[src/design/iafd_defines.svh]
`ifndef IAFD_DEFINES_SVH
`define IAFD_DEFINES_SVH

// Widths
`define IAFD_ADDR_W        8
`define IAFD_DATA_W        32
`define IAFD_RX_ABW        3
`define IAFD_TX_ABW        3
`define IAFD_LVL_W         4
`define IAFD_CAUSE_W       16
`define IAFD_RESP_W        8
`define IAFD_DCMD_W        9
`define IAFD_PIN_W         2

// Register offsets
`define IAFD_OFF_CLR_ALL   8'h40
`define IAFD_OFF_CLR_ABORT 8'h54
`define IAFD_OFF_RX_LEVEL  8'h78
`define IAFD_OFF_CAUSE     8'h80
`define IAFD_OFF_NACK      8'h84
`define IAFD_OFF_DMA       8'h88
`define IAFD_OFF_TX_WM     8'h8C
`define IAFD_OFF_RX_WM     8'h90

// Abort cause bit positions
`define IAFD_BIT_SEVEN_NAK 0
`define IAFD_BIT_TEN1_NAK  1
`define IAFD_BIT_TEN2_NAK  2
`define IAFD_BIT_DATA_NAK  3
`define IAFD_BIT_GC_NAK    4
`define IAFD_BIT_GC_READ   5
`define IAFD_BIT_HS_ACK    6
`define IAFD_BIT_SB_ACK    7
`define IAFD_BIT_HS_NORS   8
`define IAFD_BIT_SB_NORS   9
`define IAFD_BIT_TEN_RD    10
`define IAFD_BIT_MST_OFF   11
`define IAFD_BIT_ARBITRATION_LOST  12
`define IAFD_BIT_SLV_FLUSH 13
`define IAFD_BIT_SLV_LOST  14
`define IAFD_BIT_SLV_RDCMD 15

// Other field positions
`define IAFD_DMA_TX_BIT    1
`define IAFD_DMA_RX_BIT    0
`define IAFD_NACK_BIT      0
`define IAFD_CMD_READ_BIT  8
`define IAFD_PIN_SDA       0
`define IAFD_PIN_SCL       1

// Reset and constant values
`define IAFD_CAUSE_RST     16'h0000
`define IAFD_CAUSE_ALL     16'hFFFF
`define IAFD_WORD_ZERO     32'h0000_0000
`define IAFD_LVL_ZERO      4'h0
`define IAFD_LVL_ONE       4'h1
`define IAFD_RX_DEPTH      4'h8
`define IAFD_WM_RST        3'h0

`endif

[src/design/iafd_pkg.sv]
`include "iafd_defines.svh"

package iafd_pkg;

    typedef struct packed {
        logic [`IAFD_PIN_W-1:0] stage1;
        logic [`IAFD_PIN_W-1:0] stage2;
    } iafd_sync_t;

    typedef struct packed {
        logic [`IAFD_LVL_W-1:0] count;
    } iafd_lvl_t;

    typedef struct packed {
        logic [`IAFD_CAUSE_W-1:0] cause;
        logic                     irq;
        logic                     flushed;
        logic                     release_p;
        logic                     nack;
        logic                     tx_dma_enable;
        logic                     rx_dma_enable;
        logic [`IAFD_TX_ABW-1:0]  tx_wm;
        logic [`IAFD_RX_ABW-1:0]  rx_wm;
        logic                     scl_prev;
        logic [`IAFD_DATA_W-1:0]  prdata;
    } iafd_state_t;

endpackage

[src/design/iafd_sync.sv]
`timescale 1ns/1ps
`default_nettype none

module iafd_sync
    import iafd_pkg::*;
(
    input  wire logic                   clk,
    input  wire logic                   rstn,
    input  wire logic [`IAFD_PIN_W-1:0] pin_in,
    output logic      [`IAFD_PIN_W-1:0] pin_sync
);

    iafd_sync_t s_q;
    iafd_sync_t s_d;

    // Two-stage capture of the bus pins
    always_comb
    begin
        s_d        = s_q;
        s_d.stage1 = pin_in;
        s_d.stage2 = s_q.stage1;
    end

    always_ff @(posedge clk)
    begin
        if (!rstn)
        begin
            // Idle bus level, avoids a false edge after reset
            s_q <= '1;
        end
        else
        begin
            s_q <= s_d;
        end
    end

    assign pin_sync = s_q.stage2;

endmodule

`default_nettype wire

[src/design/iafd_level.sv]
`timescale 1ns/1ps
`default_nettype none

module iafd_level
    import iafd_pkg::*;
(
    input  wire logic                   clk,
    input  wire logic                   rstn,
    input  wire logic                   clear,
    input  wire logic                   push,
    input  wire logic                   pop,
    output logic      [`IAFD_LVL_W-1:0] level
);

    iafd_lvl_t s_q;
    iafd_lvl_t s_d;

    always_comb
    begin
        s_d = s_q;
        // [RL1] Clear on disable or abort
        if (clear)
        begin
            s_d.count = `IAFD_LVL_ZERO;
        end
        // [RL2] Count pushes and pops
        else if (push && !pop && (s_q.count != `IAFD_RX_DEPTH))
        begin
            s_d.count = s_q.count + `IAFD_LVL_ONE;
        end
        else if (pop && !push && (s_q.count != `IAFD_LVL_ZERO))
        begin
            s_d.count = s_q.count - `IAFD_LVL_ONE;
        end
    end

    // [RL2] Reset to zero
    always_ff @(posedge clk)
    begin
        if (!rstn)
        begin
            s_q <= '0;
        end
        else
        begin
            s_q <= s_d;
        end
    end

    assign level = s_q.count;

endmodule

`default_nettype wire

[src/design/iafd_top.sv]
// Notes on behaviour
// [RL1] Receive level count clears when disabled or on any new abort cause.
// [RL2] Receive level counts pushes up, pops down, resets to zero.
// [RL3] Reading either clear register clears the abort cause bits.
// [RL4] Start-byte cause bit drops one cycle and returns while its cause persists.
// [RL5] Software removes the start-byte cause before clearing that bit.
// [RL6] Read command written while serving a remote read sets bit 15.
// [RL7] Slave transmit mismatch at SCL rise sets bits 14 and 12.
// [RL8] Remote read with stale transmit data sets bit 13 and flushes.
// [RL9] Master or slave arbitration loss sets bit 12.
// [RL10] Master start attempt with master mode off sets bit 11.
// [RL11] Ten-bit master read without restart sets bit 10.
// [RL12] Start byte attempt without restart sets bit 9.
// [RL13] High-speed master transfer without restart sets bit 8.
// [RL14] Acked start byte sets bit 7; acked high-speed code sets bit 6.
// [RL15] Read after general call sets bit 5; unacked general call bit 4.
// [RL16] Unacked data, ten-bit second, ten-bit first, seven-bit address set bits 3-0.
// [RL17] Forced NACK as slave receiver drops the byte instead of pushing it.
// [RL18] Forced NACK register exists only when its parameter is one.
// [RL19] DMA enables at bits 1 and 0, reset zero, writable at any time when HAS_DMA is set.
// [RL20] Without DMA the DMA registers ignore writes and read zero.
// [RL21] Transmit DMA request when enabled and transmit level at or below watermark.
// [RL22] Receive DMA request when enabled and level reaches watermark plus one.
// [RL23] Abort clear read releases the transmit FIFO flush.
// [RL24] Abort interrupt rises with any new cause bit, held until cleared.
`timescale 1ns/1ps
`default_nettype none

module iafd_top
    import iafd_pkg::*;
#(
    parameter bit                           HAS_DMA  = 1'b1,
    parameter bit                           HAS_NACK = 1'b1
)
(
    input  wire logic                       clk,
    input  wire logic                       rstn,
    input  wire logic                       psel,
    input  wire logic                       penable,
    input  wire logic                       pwrite,
    input  wire logic [`IAFD_ADDR_W-1:0]    paddr,
    input  wire logic [`IAFD_DATA_W-1:0]    pwdata,
    output logic      [`IAFD_DATA_W-1:0]    prdata,
    output logic                            pready,
    output logic                            pslverr,
    input  wire logic                       ctrl_enable,
    input  wire logic                       restart_allow,
    input  wire logic                       target_special,
    input  wire logic                       gencall_or_startbyte_sel,
    input  wire logic                       master_mode_enable,
    input  wire logic                       master_start_req,
    input  wire logic                       master_sbyte_pending,
    input  wire logic                       master_10bit_read,
    input  wire logic                       master_hs_req,
    input  wire logic                       master_arbitration_lost,
    input  wire logic [`IAFD_RESP_W-1:0]    master_resp_events,
    input  wire logic                       slave_tx_active,
    input  wire logic                       slave_tx_drive_bit,
    input  wire logic                       slave_read_req,
    input  wire logic                       slave_rx_active,
    input  wire logic                       sda_pin,
    input  wire logic                       scl_pin,
    input  wire logic                       data_command_wr,
    input  wire logic [`IAFD_DCMD_W-1:0]    data_command_wdata,
    input  wire logic [`IAFD_LVL_W-1:0]     tx_level,
    input  wire logic                       rx_byte_push,
    input  wire logic                       rx_pop,
    output logic                            rx_push_accept,
    output logic                            slave_force_nack,
    output logic [`IAFD_LVL_W-1:0]          rx_level_count,
    output logic                            transmit_abort_irq,
    output logic                            tx_fifo_flush,
    output logic                            tx_fifo_release,
    output logic                            dma_tx_req,
    output logic                            dma_rx_req
);

    iafd_state_t                s_q;
    iafd_state_t                s_d;
    logic [`IAFD_PIN_W-1:0]     pins_raw;
    logic [`IAFD_PIN_W-1:0]     pins_sync;
    logic [`IAFD_CAUSE_W-1:0]   set_vec;
    logic [`IAFD_CAUSE_W-1:0]   new_set;
    logic [`IAFD_CAUSE_W-1:0]   clr_mask;
    logic                       any_new;
    logic                       rd_access;
    logic                       wr_access;
    logic                       rd_setup;
    logic                       clr_read;
    logic                       sbyte_cause;
    logic                       scl_rise;
    logic                       slave_lost;
    logic                       forced_nack_on;
    logic                       level_clear;

    function automatic logic iafd_hit(
        input logic [`IAFD_ADDR_W-1:0] addr,
        input logic [`IAFD_ADDR_W-1:0] offset
    );
        iafd_hit = (addr == offset);
    endfunction

    function automatic logic [`IAFD_DATA_W-1:0] iafd_read_word(
        input logic [`IAFD_ADDR_W-1:0] addr,
        input iafd_state_t             st,
        input logic [`IAFD_LVL_W-1:0]  lvl
    );
        logic [`IAFD_DATA_W-1:0] w;
        w = `IAFD_WORD_ZERO;
        if (iafd_hit(addr, `IAFD_OFF_RX_LEVEL))
        begin
            w = `IAFD_DATA_W'(lvl);
        end
        else if (iafd_hit(addr, `IAFD_OFF_CAUSE))
        begin
            w = `IAFD_DATA_W'(st.cause);
        end
        else if (iafd_hit(addr, `IAFD_OFF_NACK) && HAS_NACK)
        begin
            w[`IAFD_NACK_BIT] = st.nack;
        end
        else if (iafd_hit(addr, `IAFD_OFF_DMA) && HAS_DMA)
        begin
            w[`IAFD_DMA_TX_BIT] = st.tx_dma_enable;
            w[`IAFD_DMA_RX_BIT] = st.rx_dma_enable;
        end
        else if (iafd_hit(addr, `IAFD_OFF_TX_WM) && HAS_DMA)
        begin
            w = `IAFD_DATA_W'(st.tx_wm);
        end
        else if (iafd_hit(addr, `IAFD_OFF_RX_WM) && HAS_DMA)
        begin
            w = `IAFD_DATA_W'(st.rx_wm);
        end
        iafd_read_word = w;
    endfunction

    // Pin synchroniser
    assign pins_raw[`IAFD_PIN_SDA] = sda_pin;
    assign pins_raw[`IAFD_PIN_SCL] = scl_pin;

    iafd_sync u_sync (
        .clk      (clk),
        .rstn     (rstn),
        .pin_in   (pins_raw),
        .pin_sync (pins_sync)
    );

    // Bus phases
    assign rd_setup  = psel && !penable && !pwrite;
    assign rd_access = psel && penable && !pwrite;
    assign wr_access = psel && penable && pwrite;

    // [RL3] Clear by either clear register read
    assign clr_read = rd_access
                      && (iafd_hit(paddr, `IAFD_OFF_CLR_ABORT)
                          || iafd_hit(paddr, `IAFD_OFF_CLR_ALL));

    // [RL7] Mismatch at SCL rise
    assign scl_rise   = pins_sync[`IAFD_PIN_SCL] && !s_q.scl_prev;
    assign slave_lost = slave_tx_active && scl_rise
                        && (pins_sync[`IAFD_PIN_SDA] != slave_tx_drive_bit);

    // [RL12] Start byte cause level
    assign sbyte_cause = !restart_allow && target_special
                         && gencall_or_startbyte_sel && master_sbyte_pending;

    // Abort cause events
    always_comb
    begin
        set_vec = `IAFD_CAUSE_RST;
        // [RL14] Illegal response events
        // [RL15] General call events
        // [RL16] Master not-acked events
        set_vec[`IAFD_RESP_W-1:0] = master_resp_events;
        // [RL13] High speed no restart
        set_vec[`IAFD_BIT_HS_NORS] = master_hs_req && !restart_allow;
        // [RL12] Start byte no restart
        set_vec[`IAFD_BIT_SB_NORS] = sbyte_cause;
        // [RL11] Ten-bit read no restart
        set_vec[`IAFD_BIT_TEN_RD] = master_10bit_read && !restart_allow;
        // [RL10] Master mode disabled
        set_vec[`IAFD_BIT_MST_OFF] = master_start_req && !master_mode_enable;
        // [RL9] Arbitration lost either role
        set_vec[`IAFD_BIT_ARBITRATION_LOST] = master_arbitration_lost || slave_lost;
        // [RL8] Stale transmit data
        set_vec[`IAFD_BIT_SLV_FLUSH] = slave_read_req && (tx_level != `IAFD_LVL_ZERO);
        // [RL7] Slave bus lost
        set_vec[`IAFD_BIT_SLV_LOST] = slave_lost;
        // [RL6] Read command misuse
        set_vec[`IAFD_BIT_SLV_RDCMD] = slave_tx_active && data_command_wr
                                       && data_command_wdata[`IAFD_CMD_READ_BIT];
    end

    assign new_set  = set_vec & ~s_q.cause;
    assign any_new  = |new_set;
    assign clr_mask = clr_read ? `IAFD_CAUSE_ALL : `IAFD_CAUSE_RST;

    // [RL17] Forced NACK gating
    assign forced_nack_on = s_q.nack && slave_rx_active;
    assign rx_push_accept = rx_byte_push && !forced_nack_on;

    // [RL1] Level clear sources
    assign level_clear = !ctrl_enable || any_new;

    iafd_level u_level (
        .clk   (clk),
        .rstn  (rstn),
        .clear (level_clear),
        .push  (rx_push_accept),
        .pop   (rx_pop),
        .level (rx_level_count)
    );

    always_comb
    begin
        s_d = s_q;
        s_d.scl_prev  = pins_sync[`IAFD_PIN_SCL];
        s_d.release_p = 1'b0;
        // [RL3] Clear then merge new causes
        // [RL4] Bit 9 drops in clear cycle
        s_d.cause = (s_q.cause & ~clr_mask)
                    | (set_vec & ~(clr_mask & (`IAFD_CAUSE_W'(1) << `IAFD_BIT_SB_NORS)));
        // [RL24] Interrupt flag, set wins
        if (any_new)
        begin
            s_d.irq = 1'b1;
        end
        else if (clr_read)
        begin
            s_d.irq = 1'b0;
        end
        // [RL8] Flush held until clear
        if (any_new)
        begin
            s_d.flushed = 1'b1;
        end
        else if (clr_read)
        begin
            // [RL23] Release transmit FIFO
            s_d.flushed   = 1'b0;
            s_d.release_p = 1'b1;
        end
        // Register writes
        if (wr_access)
        begin
            // [RL18] Forced NACK only when built
            if (iafd_hit(paddr, `IAFD_OFF_NACK) && HAS_NACK)
            begin
                s_d.nack = pwdata[`IAFD_NACK_BIT];
            end
            // [RL19] DMA enables writable at any time when HAS_DMA is set
            // [RL20] Absent without DMA
            if (iafd_hit(paddr, `IAFD_OFF_DMA) && HAS_DMA)
            begin
                s_d.tx_dma_enable = pwdata[`IAFD_DMA_TX_BIT];
                s_d.rx_dma_enable = pwdata[`IAFD_DMA_RX_BIT];
            end
            if (iafd_hit(paddr, `IAFD_OFF_TX_WM) && HAS_DMA)
            begin
                s_d.tx_wm = pwdata[`IAFD_TX_ABW-1:0];
            end
            if (iafd_hit(paddr, `IAFD_OFF_RX_WM) && HAS_DMA)
            begin
                s_d.rx_wm = pwdata[`IAFD_RX_ABW-1:0];
            end
        end
        // Read data captured in setup phase
        if (rd_setup)
        begin
            s_d.prdata = iafd_read_word(paddr, s_q, rx_level_count);
        end
    end

    // [RL19] Reset values zero
    always_ff @(posedge clk)
    begin
        if (!rstn)
        begin
            s_q          <= '0;
            // Clock line idles high
            s_q.scl_prev <= 1'b1;
        end
        else
        begin
            s_q <= s_d;
        end
    end

    assign prdata             = s_q.prdata;
    assign pready             = 1'b1;
    assign pslverr            = 1'b0;
    assign transmit_abort_irq = s_q.irq;
    assign tx_fifo_flush      = s_q.flushed;
    assign tx_fifo_release    = s_q.release_p;
    // [RL17] NACK after data byte
    assign slave_force_nack   = forced_nack_on;

    // [RL21] Transmit DMA request
    assign dma_tx_req = s_q.tx_dma_enable
                        && (tx_level <= {1'b0, s_q.tx_wm});
    // [RL22] Receive DMA request
    assign dma_rx_req = s_q.rx_dma_enable
                        && (rx_level_count >= ({1'b0, s_q.rx_wm} + `IAFD_LVL_ONE));

endmodule

`default_nettype wire

[config.mk]
export PLATFORM = sky130hd
export DESIGN_NAME = iafd_top
export DESIGN_NICKNAME = d
export VERILOG_FILES = /design/src/design/iafd_pkg.sv /design/src/design/iafd_sync.sv /design/src/design/iafd_level.sv /design/src/design/iafd_top.sv
export VERILOG_INCLUDE_DIRS = /design/src /design/src/design
export SDC_FILE = /design/constraint.sdc
export NUM_CORES = 1
export LEC_CHECK = 0
export ABC_AREA = 1
export BUFFER_PORTS_ARGS = -buffer_cell sky130_fd_sc_hd__buf_2
export CAP_MARGIN = 40
export CORE_ASPECT_RATIO = 1.5
export CORE_MARGIN = 10
export CORE_UTILIZATION = 49
export CTS_BUF_LIST = sky130_fd_sc_hd__clkbuf_8
export DETAILED_ROUTE_END_ITERATION = 6
export HOLD_SLACK_MARGIN = 0.03
export MAX_ROUTING_LAYER = met4
export PLACE_DENSITY = 0.83
export SLEW_MARGIN = 20
export SYNTH_ARGS = -nofsm -noshare
export SYNTH_HDL_FRONTEND = slang
export SYNTH_HIERARCHICAL = 1
export SYNTH_SLANG_ARGS = --single-unit
export TNS_END_PERCENT = 100
[constraint.sdc]
create_clock -name clk -period 2.69 [get_ports clk]
set_input_delay 0.6725 -clock clk [delete_from_list [all_inputs] [get_ports clk]]
set_output_delay 0.6725 -clock clk [all_outputs]
set_load 0.05 [all_outputs]
==> results.sh, run 1 <==
export IMPL_area_delta_synth_final_pct=14.2
export IMPL_portBuffers=74
export IMPL_post_route_util=0.575
export IMPL_fin_tns_setup_ps=0
export IMPL_worstMarginPinSlew_ps=513
export IMPL_clock_path_buffers=2
export IMPL_fmax_mhz=385
export IMPL_layout_nets=573
export IMPL_ys_seq_area_frac=0.355
export IMPL_critical_path_depth=9
export IMPL_power_mw=1.62
export IMPL_synth_edf_count=0
export IMPL_syn_cell_area_sq_um=2930
export IMPL_yosys_most_used_dff="dfxtp_1"
export IMPL_r2r_start="s_q[41]"
export IMPL_die_y_um=115
export IMPL_antenna_found_initial=0
export IMPL_synth_async_sr_flop_share=0
export IMPL_avgRoutedWirePerCell_um=13.5
export IMPL_place_area_sq_um=3190
export IMPL_drt_iter0_drc=173
export IMPL_dp_cells=541
export IMPL_nFillCells=576
export IMPL_grt_total_usage=0.150
export IMPL_syn_inst=417
export IMPL_status="finished clean"
export IMPL_dpl_hpwl_um=5880
export IMPL_wl_um=7440
export IMPL_dr_total_vias=2712
export IMPL_core_area_sq_um=5830
export IMPL_holdWs_ps=409
export IMPL_path_cells="ha_4, inv_1, ha_1, a21boi_2, o21ai_1, a21boi_1, o21ai_1, inv_1, buf_6"
export IMPL_yosysWarnings=6
export IMPL_slew_headroom=0.657
export IMPL_avgViaCountPerCell=4.93
export IMPL_crit_slowest_cell="dfxtp_2"
export IMPL_r2r_end="u_level/level[3]"
export IMPL_drc_errors=0
export IMPL_p_leak_nw=1.63
export IMPL_p_per_area_nw_per_um2=484
export IMPL_hold_viol_final=0
export IMPL_drv_slew=0
export IMPL_worstSetupEndpointType="primary output"
export IMPL_grt_pass1_wl_um=11800
export IMPL_cts_root_buf="clkbuf_8"
export IMPL_path_class="reg -> out"
export IMPL_startpoint_type="flop"
export IMPL_place_congestion=0.841
export IMPL_ff2ff_path_depth=13
export IMPL_finalNonFillerCells=550
export IMPL_detail_route_antenna_nets=0
export IMPL_crit_path_max_fanout=4
export IMPL_cpPeakStageDelay_ps=350
export IMPL_required_ps=2020
export IMPL_postCtsHoldBufs=0
export IMPL_place_ws_ps=235
export IMPL_regArea_sq_um=1040
export IMPL_numCtsBuffers=5
export IMPL_cts_sinks=52
export IMPL_die_area_sq_um=9540
export IMPL_synth_cell_type_count=36
export IMPL_clk_pin_slew_ps=90
export IMPL_grt_max_degree=29
export IMPL_rows=34
export IMPL_n_antenna_cell=0
export IMPL_cap_violations=0
export IMPL_crit_end="dma_rx_req"
export IMPL_post_route_min_period_ps=2600
export IMPL_path_buf_inv=3
export IMPL_drtPass1Iterations=4
export IMPL_die_w_um=83.2
export IMPL_syn_area_per_cell_sq_um=7.03
export IMPL_start_util=0.503
export IMPL_stdcell_area_sq_um=3350
export IMPL_multi_input_area_sq_um=1440
export IMPL_cts_tree="built"
export IMPL_insertion_delay_ps=300
export IMPL_worst_ep_arrival_time_ps=1920
export IMPL_crit_start="s_q[34]"
export IMPL_setup_viol=0
export IMPL_htreeDepth=2
export IMPL_reg2reg_slack_ps=820
export IMPL_ir_drop_mv=0.270
export IMPL_grt_remaining_overflow=0
export IMPL_hold_path_class="reg -> reg"
export IMPL_io_pins=130
export IMPL_skew_ps=4.85
export IMPL_cp_top_family="adder cells"
export IMPL_period_share=0.966
export IMPL_drive_above_1_share=0.251
export IMPL_fin_ws_ps=92.6
export IMPL_grt_pass1_vias=2721
export IMPL_synth_seq_cells=52
==> state kept, by name (all words and copies together) (netlist names) <==
register / cells
s_q: 26
prdata: 16
transmit_abort_irq: 1
u_sync/pin_sync: 2
u_sync/s_d: 2
u_level/level: 4
tx_fifo_release: 1
==> power by group <==
part	total, mW	internal [mW]	leakage [nW]	switching [mW]
registers	0.806	0.792	0.426	0.0139
logic	0.232	0.0661	1.14	0.166
clock network	0.585	0.329	0.0645	0.257
total	1.62	1.19	1.63	0.436
==> cells in the final DEF, fill, tap and decap left out, types with 2 or more instances in the layout <==
cell type / count
nand2_1: 78
buf_2: 73
inv_1: 52
dfxtp_1: 50
a21oi_1: 40
nand3_1: 36
nor2_1: 30
o21ai_0: 22
conb_1: 18
ha_1: 9
nand2_2: 7
clkbuf_8: 7
buf_4: 7
nor2_2: 5
nor3_1: 3
nand3b_1: 3
clkinv_1: 3
inv_2: 3
nand3_2: 3
xor2_1: 2
nand4_1: 2
or2_2: 2
o21ai_1: 2
a21oi_2: 2
dfxtp_2: 2
==> metal layers <==
metal	part of all wire	global-route usage	routed length [um]	vias up
met1	0.39	0.146	2880	1232
met5	0	-	0	-
met4	0.021	0.0501	155	0
met3	0.058	0.0439	435	11
met2	0.53	0.277	3970	73
li1	-	-	-	1396
==> worst register-to-register path: stages, from the launching register on <==
cell and delay [ps]:
dfxtp_1 320, nand2_1 50, inv_1 50, nor2_2 110, inv_1 50, nor2_1 150, nand2_2 140, ha_1 340
or2_0 210, nand2_1 70, nand3_1 80, nand2_1 80, nand2_1 50, a21oi_1 110
==> synthesized netlist by cell type, types with 2 or more instances <==
cell	instances	share of area
dfxtp_1	52	0.35
conb_1	2	0.0026
buf_2	2	0.0034
inv_1	52	0.067
nand3_1	36	0.061
inv_2	3	0.0038
or2_2	2	0.0043
nand3_2	3	0.010
nand3b_1	3	0.0077
xor2_1	2	0.0060
a21oi_1	40	0.068
nand4_1	2	0.0043
buf_4	37	0.095
clkinv_1	3	0.0038
a21oi_2	2	0.0060
nor2_1	31	0.040
clkbuf_1	4	0.0051
nor2_2	4	0.0085
nor3_1	4	0.0068
ha_1	10	0.043
o21ai_0	24	0.041
nand2_1	78	0.10
nand2_2	7	0.015
a21boi_0	2	0.0051
==> cells by family (layout without fill, tap and decap cells) <==
group	count (synthesis)	after routing	share of synthesized area
AO/OA/AOI/OAI	73	73	0.134
XOR/XNOR	3	3	0.00896
adder cells (fa/ha/maj)	11	11	0.0495
buffers and inverters	103	148	0.183
flip-flops	52	52	0.355
other	2	18	0.00256
AND/OR/NAND/NOR	173	173	0.267
==> area by class of cell <==
class | instances | area share
tap | 72 | 0.0269
inverter | 59 | 0.0665
timing repair buffer | 81 | 0.128
sequential | 52 | 0.311
clock buffer | 7 | 0.0288
multi-input combinational | 278 | 0.429
clock inverter | 1 | 0.00896
==> timing repair <==
item	CTS	global route
gates cloned	0	0
buffers inserted	0	1
pin swaps	0	2
gates resized for setup	2	8
setup endpoints to repair	1	1
==> worst min-delay path by stage <==
stage | from | end | slack, ps | cells past startpoint
global placement | u_sync/s_d[1] | u_sync/pin_sync[1] | 380 | 2
floorplan | u_sync/s_d[0] | u_sync/pin_sync[0] | 380 | 2
CTS | u_sync/s_d[0] | u_sync/pin_sync[0] | 410 | 2
global route | u_sync/s_d[0] | u_sync/pin_sync[0] | 430 | 2
detailed placement | u_sync/s_d[0] | u_sync/pin_sync[0] | 390 | 2
finish | u_sync/s_d[0] | u_sync/pin_sync[0] | 410 | 2
Note: power is estimated with default switching activity, not from simulation.
==> run 2: changes to the inputs <==
Settings changed: PLACE_DENSITY 0.83 to 0.9.
==> results.sh, run 2 (synthesis results as in run 1) <==
export IMPL_clk_pin_slew_ps=90
export IMPL_dpl_hpwl_um=5830
export IMPL_min_from="u_sync/s_d[1]"
export IMPL_setup_viol=0
export IMPL_drtPass1Iterations=4
export IMPL_crit_start="s_q[34]"
export IMPL_multi_input_area_sq_um=1450
export IMPL_start_util=0.503
export IMPL_dp_cells=541
export IMPL_postCtsHoldBufs=0
export IMPL_layout_nets=573
export IMPL_fmax_mhz=387
export IMPL_grt_pass1_vias=2775
export IMPL_insertion_delay_ps=310
export IMPL_hold_viol_final=0
export IMPL_layout_common_cells="nand2_1 (78), buf_2 (73), inv_1 (53)"
export IMPL_clock_path_buffers=2
export IMPL_status="finished clean"
export IMPL_place_area_sq_um=3190
export IMPL_period_share=0.962
export IMPL_detail_route_antenna_nets=0
export IMPL_fin_ws_ps=103
export IMPL_portBuffers=74
export IMPL_wl_um=7390
export IMPL_drc_errors=0
export IMPL_die_w_um=83.2
export IMPL_path_class="reg -> out"
export IMPL_top_register="s_q"
export IMPL_p_leak_nw=1.62
export IMPL_grt_remaining_overflow=0
export IMPL_die_area_sq_um=9540
export IMPL_rows=34
export IMPL_grt_pass1_wl_um=12000
export IMPL_avgViaCountPerCell=4.92
export IMPL_stdcell_area_sq_um=3330
export IMPL_worst_ep_arrival_time_ps=1910
export IMPL_place_ws_ps=249
export IMPL_worstSetupEndpointType="primary output"
export IMPL_area_delta_synth_final_pct=13.5
export IMPL_grt_max_degree=29
export IMPL_place_congestion=0.882
export IMPL_layout_commonest_cell="nand2_1"
export IMPL_n_antenna_cell=0
export IMPL_cap_violations=0
export IMPL_finalNonFillerCells=550
export IMPL_crit_path_max_fanout=4
export IMPL_nFillCells=540
export IMPL_post_route_util=0.571
export IMPL_cts_root_buf="clkbuf_8"
export IMPL_io_pins=130
export IMPL_largest_register_ffs=26
export IMPL_avgRoutedWirePerCell_um=13.4
export IMPL_holdWs_ps=410
export IMPL_regArea_sq_um=1050
export IMPL_cts_sinks=52
export IMPL_cts_tree="built"
export IMPL_drv_slew=0
export IMPL_core_area_sq_um=5830
export IMPL_rsz0062_at_grt="yes"
export IMPL_die_y_um=115
export IMPL_drive_above_1_share=0.251
export IMPL_p_per_area_nw_per_um2=446
export IMPL_required_ps=2020
export IMPL_ir_drop_mv=0.240
export IMPL_hold_path_class="reg -> reg"
export IMPL_numCtsBuffers=5
export IMPL_antenna_found_initial=0
export IMPL_htreeDepth=2
export IMPL_skew_ps=7.79
export IMPL_post_route_min_period_ps=2590
export IMPL_r2r_start="s_q[41]"
export IMPL_drt_iter0_drc=135
export IMPL_grt_total_usage=0.154
export IMPL_dr_total_vias=2704
export IMPL_startpoint_type="flop"
## run 2: path summary, 6_finish.rpt
| path | to | slack [ps] | cells past startpoint |
|---|---|---|---|
| hold / removal | u_sync/pin_sync[1] | 410 | 2 |
| hold reg to reg | u_sync/pin_sync[1] | 410 | 2 |
| setup / recovery | dma_rx_req | 100 | 9 |
| setup reg to reg | u_level/level[3] | 800 | 13 |
## run 2: critical path: stages, from the launching register on
cell and delay [ps]:
dfxtp_4 370, ha_4 260, inv_2 40, ha_4 220, a21boi_2 140, o21ai_1 120
a21boi_1 70, o21ai_1 160, inv_1 70, buf_6 150
## run 2: routing by layer
| metal | track usage | part of all wire | up-vias |
|---|---|---|---|
| met4 | 0.0592 | 0.019 | 0 |
| met1 | 0.153 | 0.39 | 1215 |
| met2 | 0.280 | 0.53 | 87 |
| met3 | 0.0403 | 0.056 | 13 |
| li1 | - | - | 1389 |
| met5 | - | 0 | - |
## run 2: final cells by class
cell class	instances	area share
flip-flops and latches	52	0.314
repair buffers	81	0.129
inverters	59	0.0669
clock inverters	2	0.00225
clock buffers	6	0.0248
multi-input cells	278	0.436
well taps	72	0.0271
## run 2: what timing repair did
action | CTS | global route
cloned | 0 | 0
pin swaps | 0 | 5
hold endpoints to repair | 0 | 0
setup endpoints to repair | 1 | 1
buffers inserted | 0 | 1
resized for setup | 2 | 11
## run 2: stage by stage
step,setup TNS [ps],power [mW]
detailed placement,0,1.05
floorplan,-48.5,1.01
CTS,0,1.50
finish,0,1.49
global route,-38.9,1.56
global placement,0,1.04
## run 2: report_power, final
part | switching, mW | internal [mW] | total [mW]
logic | 0.164 | 0.0661 | 0.230
registers | 0.0141 | 0.791 | 0.805
clock network | 0.249 | 0.203 | 0.452
total | 0.427 | 1.06 | 1.49
==> run 3: changes to the inputs <==
Settings changed: CELL_PAD_IN_SITES_DETAIL_PLACEMENT set to 1, CELL_PAD_IN_SITES_GLOBAL_PLACEMENT set to 1, CORE_UTILIZATION 49 to 34, PLACE_DENSITY 0.9 to 0.89, SLEW_MARGIN 20 to 10, SYNTH_HIERARCHICAL 1 to unset.
==> results.sh, run 3 <==
export IMPL_htreeDepth=2
export IMPL_place_area_sq_um=3300
export IMPL_grt_max_degree=24
export IMPL_drc_errors=0
export IMPL_grt_pass1_vias=3080
export IMPL_core_area_sq_um=8780
export IMPL_r2r_end="u_level.level[3]"
export IMPL_avgRoutedWirePerCell_um=15.0
export IMPL_grt_pass1_wl_um=14000
export IMPL_worstSetupEndpointType="primary output"
export IMPL_die_area_sq_um=13200
export IMPL_yosys_area_top_type="dfxtp_1"
export IMPL_required_ps=2020
export IMPL_status="finished clean"
export IMPL_p_leak_nw=1.61
export IMPL_io_pins=130
export IMPL_skew_ps=8.85
export IMPL_p_int_mw=1.08
export IMPL_top_register="s_q"
export IMPL_grt_total_usage=0.133
export IMPL_post_route_min_period_ps=2640
export IMPL_hold_path_class="reg -> reg"
export IMPL_synth_area_leaders="dfxtp_1 (34%), nand2_1 (9.0%), buf_4 (8.9%)"
export IMPL_insertion_delay_ps=310
export IMPL_dpl_hpwl_um=7270
export IMPL_period_share=0.981
export IMPL_seq_power_share=0.522
export IMPL_drv_slew=0
export IMPL_clock_path_buffers=2
export IMPL_power_frac_clock=0.312
export IMPL_dp_cells=572
export IMPL_synth_async_sr_flop_share=0
export IMPL_syn_inst=412
export IMPL_swShare=0.304
export IMPL_netlist_area_leader_share=0.344
export IMPL_p_per_area_nw_per_um2=448
export IMPL_power_mw=1.55
export IMPL_stdcell_area_sq_um=3450
export IMPL_ff2ff_path_depth=12
export IMPL_crit_end="dma_rx_req"
export IMPL_worst_ep_arrival_time_ps=1970
export IMPL_startpoint_type="flop"
export IMPL_avgViaCountPerCell=4.73
export IMPL_synth_cell_type_count=39
export IMPL_ir_drop_mv=0.228
export IMPL_path_class="reg -> out"
export IMPL_nFillCells=1157
export IMPL_area_delta_synth_final_pct=13.9
export IMPL_slew_headroom=0.583
export IMPL_drtPass1Iterations=4
export IMPL_yosys_most_used_dff="dfxtp_1"
export IMPL_drt_iter0_drc=61
export IMPL_syn_cell_area_sq_um=3030
export IMPL_drive_above_1_share=0.310
export IMPL_wl_um=8700
export IMPL_fin_tns_setup_ps=0
export IMPL_syn_area_per_cell_sq_um=7.35
export IMPL_place_congestion=0.817
export IMPL_largest_register_ffs=26
export IMPL_crit_path_max_fanout=4
export IMPL_layout_nets=566
export IMPL_r2r_start="u_level.level[1]"
export IMPL_cts_root_buf="clkbuf_8"
export IMPL_die_w_um=97.1
export IMPL_numCtsBuffers=5
export IMPL_setup_viol=0
export IMPL_yosysWarnings=0
export IMPL_cts_tree="built"
export IMPL_combPwrFrac=0.166
export IMPL_worstMarginPinSlew_ps=622
export IMPL_crit_start="s_q[34]"
export IMPL_portBuffers=74
export IMPL_rows=42
export IMPL_synth_edf_count=0
export IMPL_cap_violations=0
export IMPL_yosysMostFrequentCell="nand2_1"
export IMPL_synth_seq_cells=52
export IMPL_ys_seq_area_frac=0.344
export IMPL_layout_common_cells="nand2_1 (73), buf_2 (73), dfxtp_1 (49)"
export IMPL_synth_common_cells="nand2_1 (73), dfxtp_1 (52), inv_1 (45)"
export IMPL_dr_total_vias=2746
export IMPL_finalNonFillerCells=581
export IMPL_switchingPower_mw=0.470
export IMPL_detail_route_antenna_nets=0
export IMPL_start_util=0.345
export IMPL_reg2reg_slack_ps=700
export IMPL_fmax_mhz=379
export IMPL_antenna_found_initial=0
export IMPL_n_antenna_cell=0
export IMPL_grt_remaining_overflow=0
export IMPL_hold_viol_final=0
export IMPL_cts_sinks=52
export IMPL_clk_pin_slew_ps=100
export IMPL_rsz0062_at_grt="yes"
export IMPL_die_y_um=136
## run 3: through the flow
| step | setup slack (ps) | utilization | hold WS (ps) |
|---|---|---|---|
| 6_report | 50.8 | 0.393 | 427 |
| 3_5_place_dp | 255 | 0.376 | 408 |
| 5_1_grt | -64.3 | 0.393 | 437 |
| 3_3_place_gp | 287 | 0.376 | 393 |
| 4_1_cts | 7.99 | 0.388 | 430 |
| 2_1_floorplan | 120 | - | 393 |
## run 3: cell families (layout without fill, tap and decap cells)
group           count (synthesis)  count (layout)  synth area share
other cells                     2              18           0.00248
compound gates                 68              68             0.132
buf+inv                        97             140             0.174
flops                          52              52             0.344
fa+ha+maj                      11              11            0.0479
xor+xnor                        3               3           0.00868
simple gates                  179             179             0.290
## run 3: worst min-delay path by stage
stage | start | endpoint | slack (ps) | cells past startpoint
global placement | u_sync.s_d[0] | u_sync.pin_sync[0] | 390 | 1
finish | u_sync.s_d[0] | u_sync.pin_sync[0] | 430 | 1
global route | u_sync.s_d[0] | u_sync.pin_sync[0] | 440 | 1
CTS | u_sync.s_d[0] | u_sync.pin_sync[0] | 430 | 1
detailed placement | u_sync.s_d[0] | u_sync.pin_sync[0] | 410 | 1
floorplan | u_sync.s_d[0] | u_sync.pin_sync[0] | 390 | 1
## run 3: layer usage
layer  share of wire  up-vias  track usage
met4           0.030        0       0.0592
met2            0.56       72        0.259
met1            0.37     1275        0.119
met5               0        -            -
li1                -     1377            -
met3           0.041       22       0.0317
## run 3: power groups by stage
stage               Sequential [mW]  Clock (mW)  Combinational [mW]
finish                        0.807       0.483               0.256
global route                  0.810       0.531               0.285
CTS                           0.808       0.502               0.257
detailed placement            0.826           0               0.256
global placement              0.824           0               0.244
floorplan                     0.826           0               0.199
## run 3: layout make-up
class                   count  area [sq um]  share of cell area
clock buffers               6          82.6              0.0239
repair buffers             79           414               0.120
inverters                  53           200              0.0581
flip-flops and latches     52          1050               0.304
clock inverters             2          13.8             0.00399
multi-input cells         279          1550               0.450
well taps                 110           138              0.0399
## run 3: critical path, stage by stage, from the launching register on
cell and delay [ps]:
dfxtp_4 380, ha_4 260, inv_2 40, ha_4 220, a21boi_2 140, o21ai_1 150, a21boi_1 90, o21ai_1 150
inv_1 70, buf_6 150
## run 3: what timing repair did
action	CTS	global route
setup buffers	0	1
hold buffers	0	0
setup endpoints to repair	1	1
gates resized for setup	5	9
cloned	0	0
pin swaps	1	5
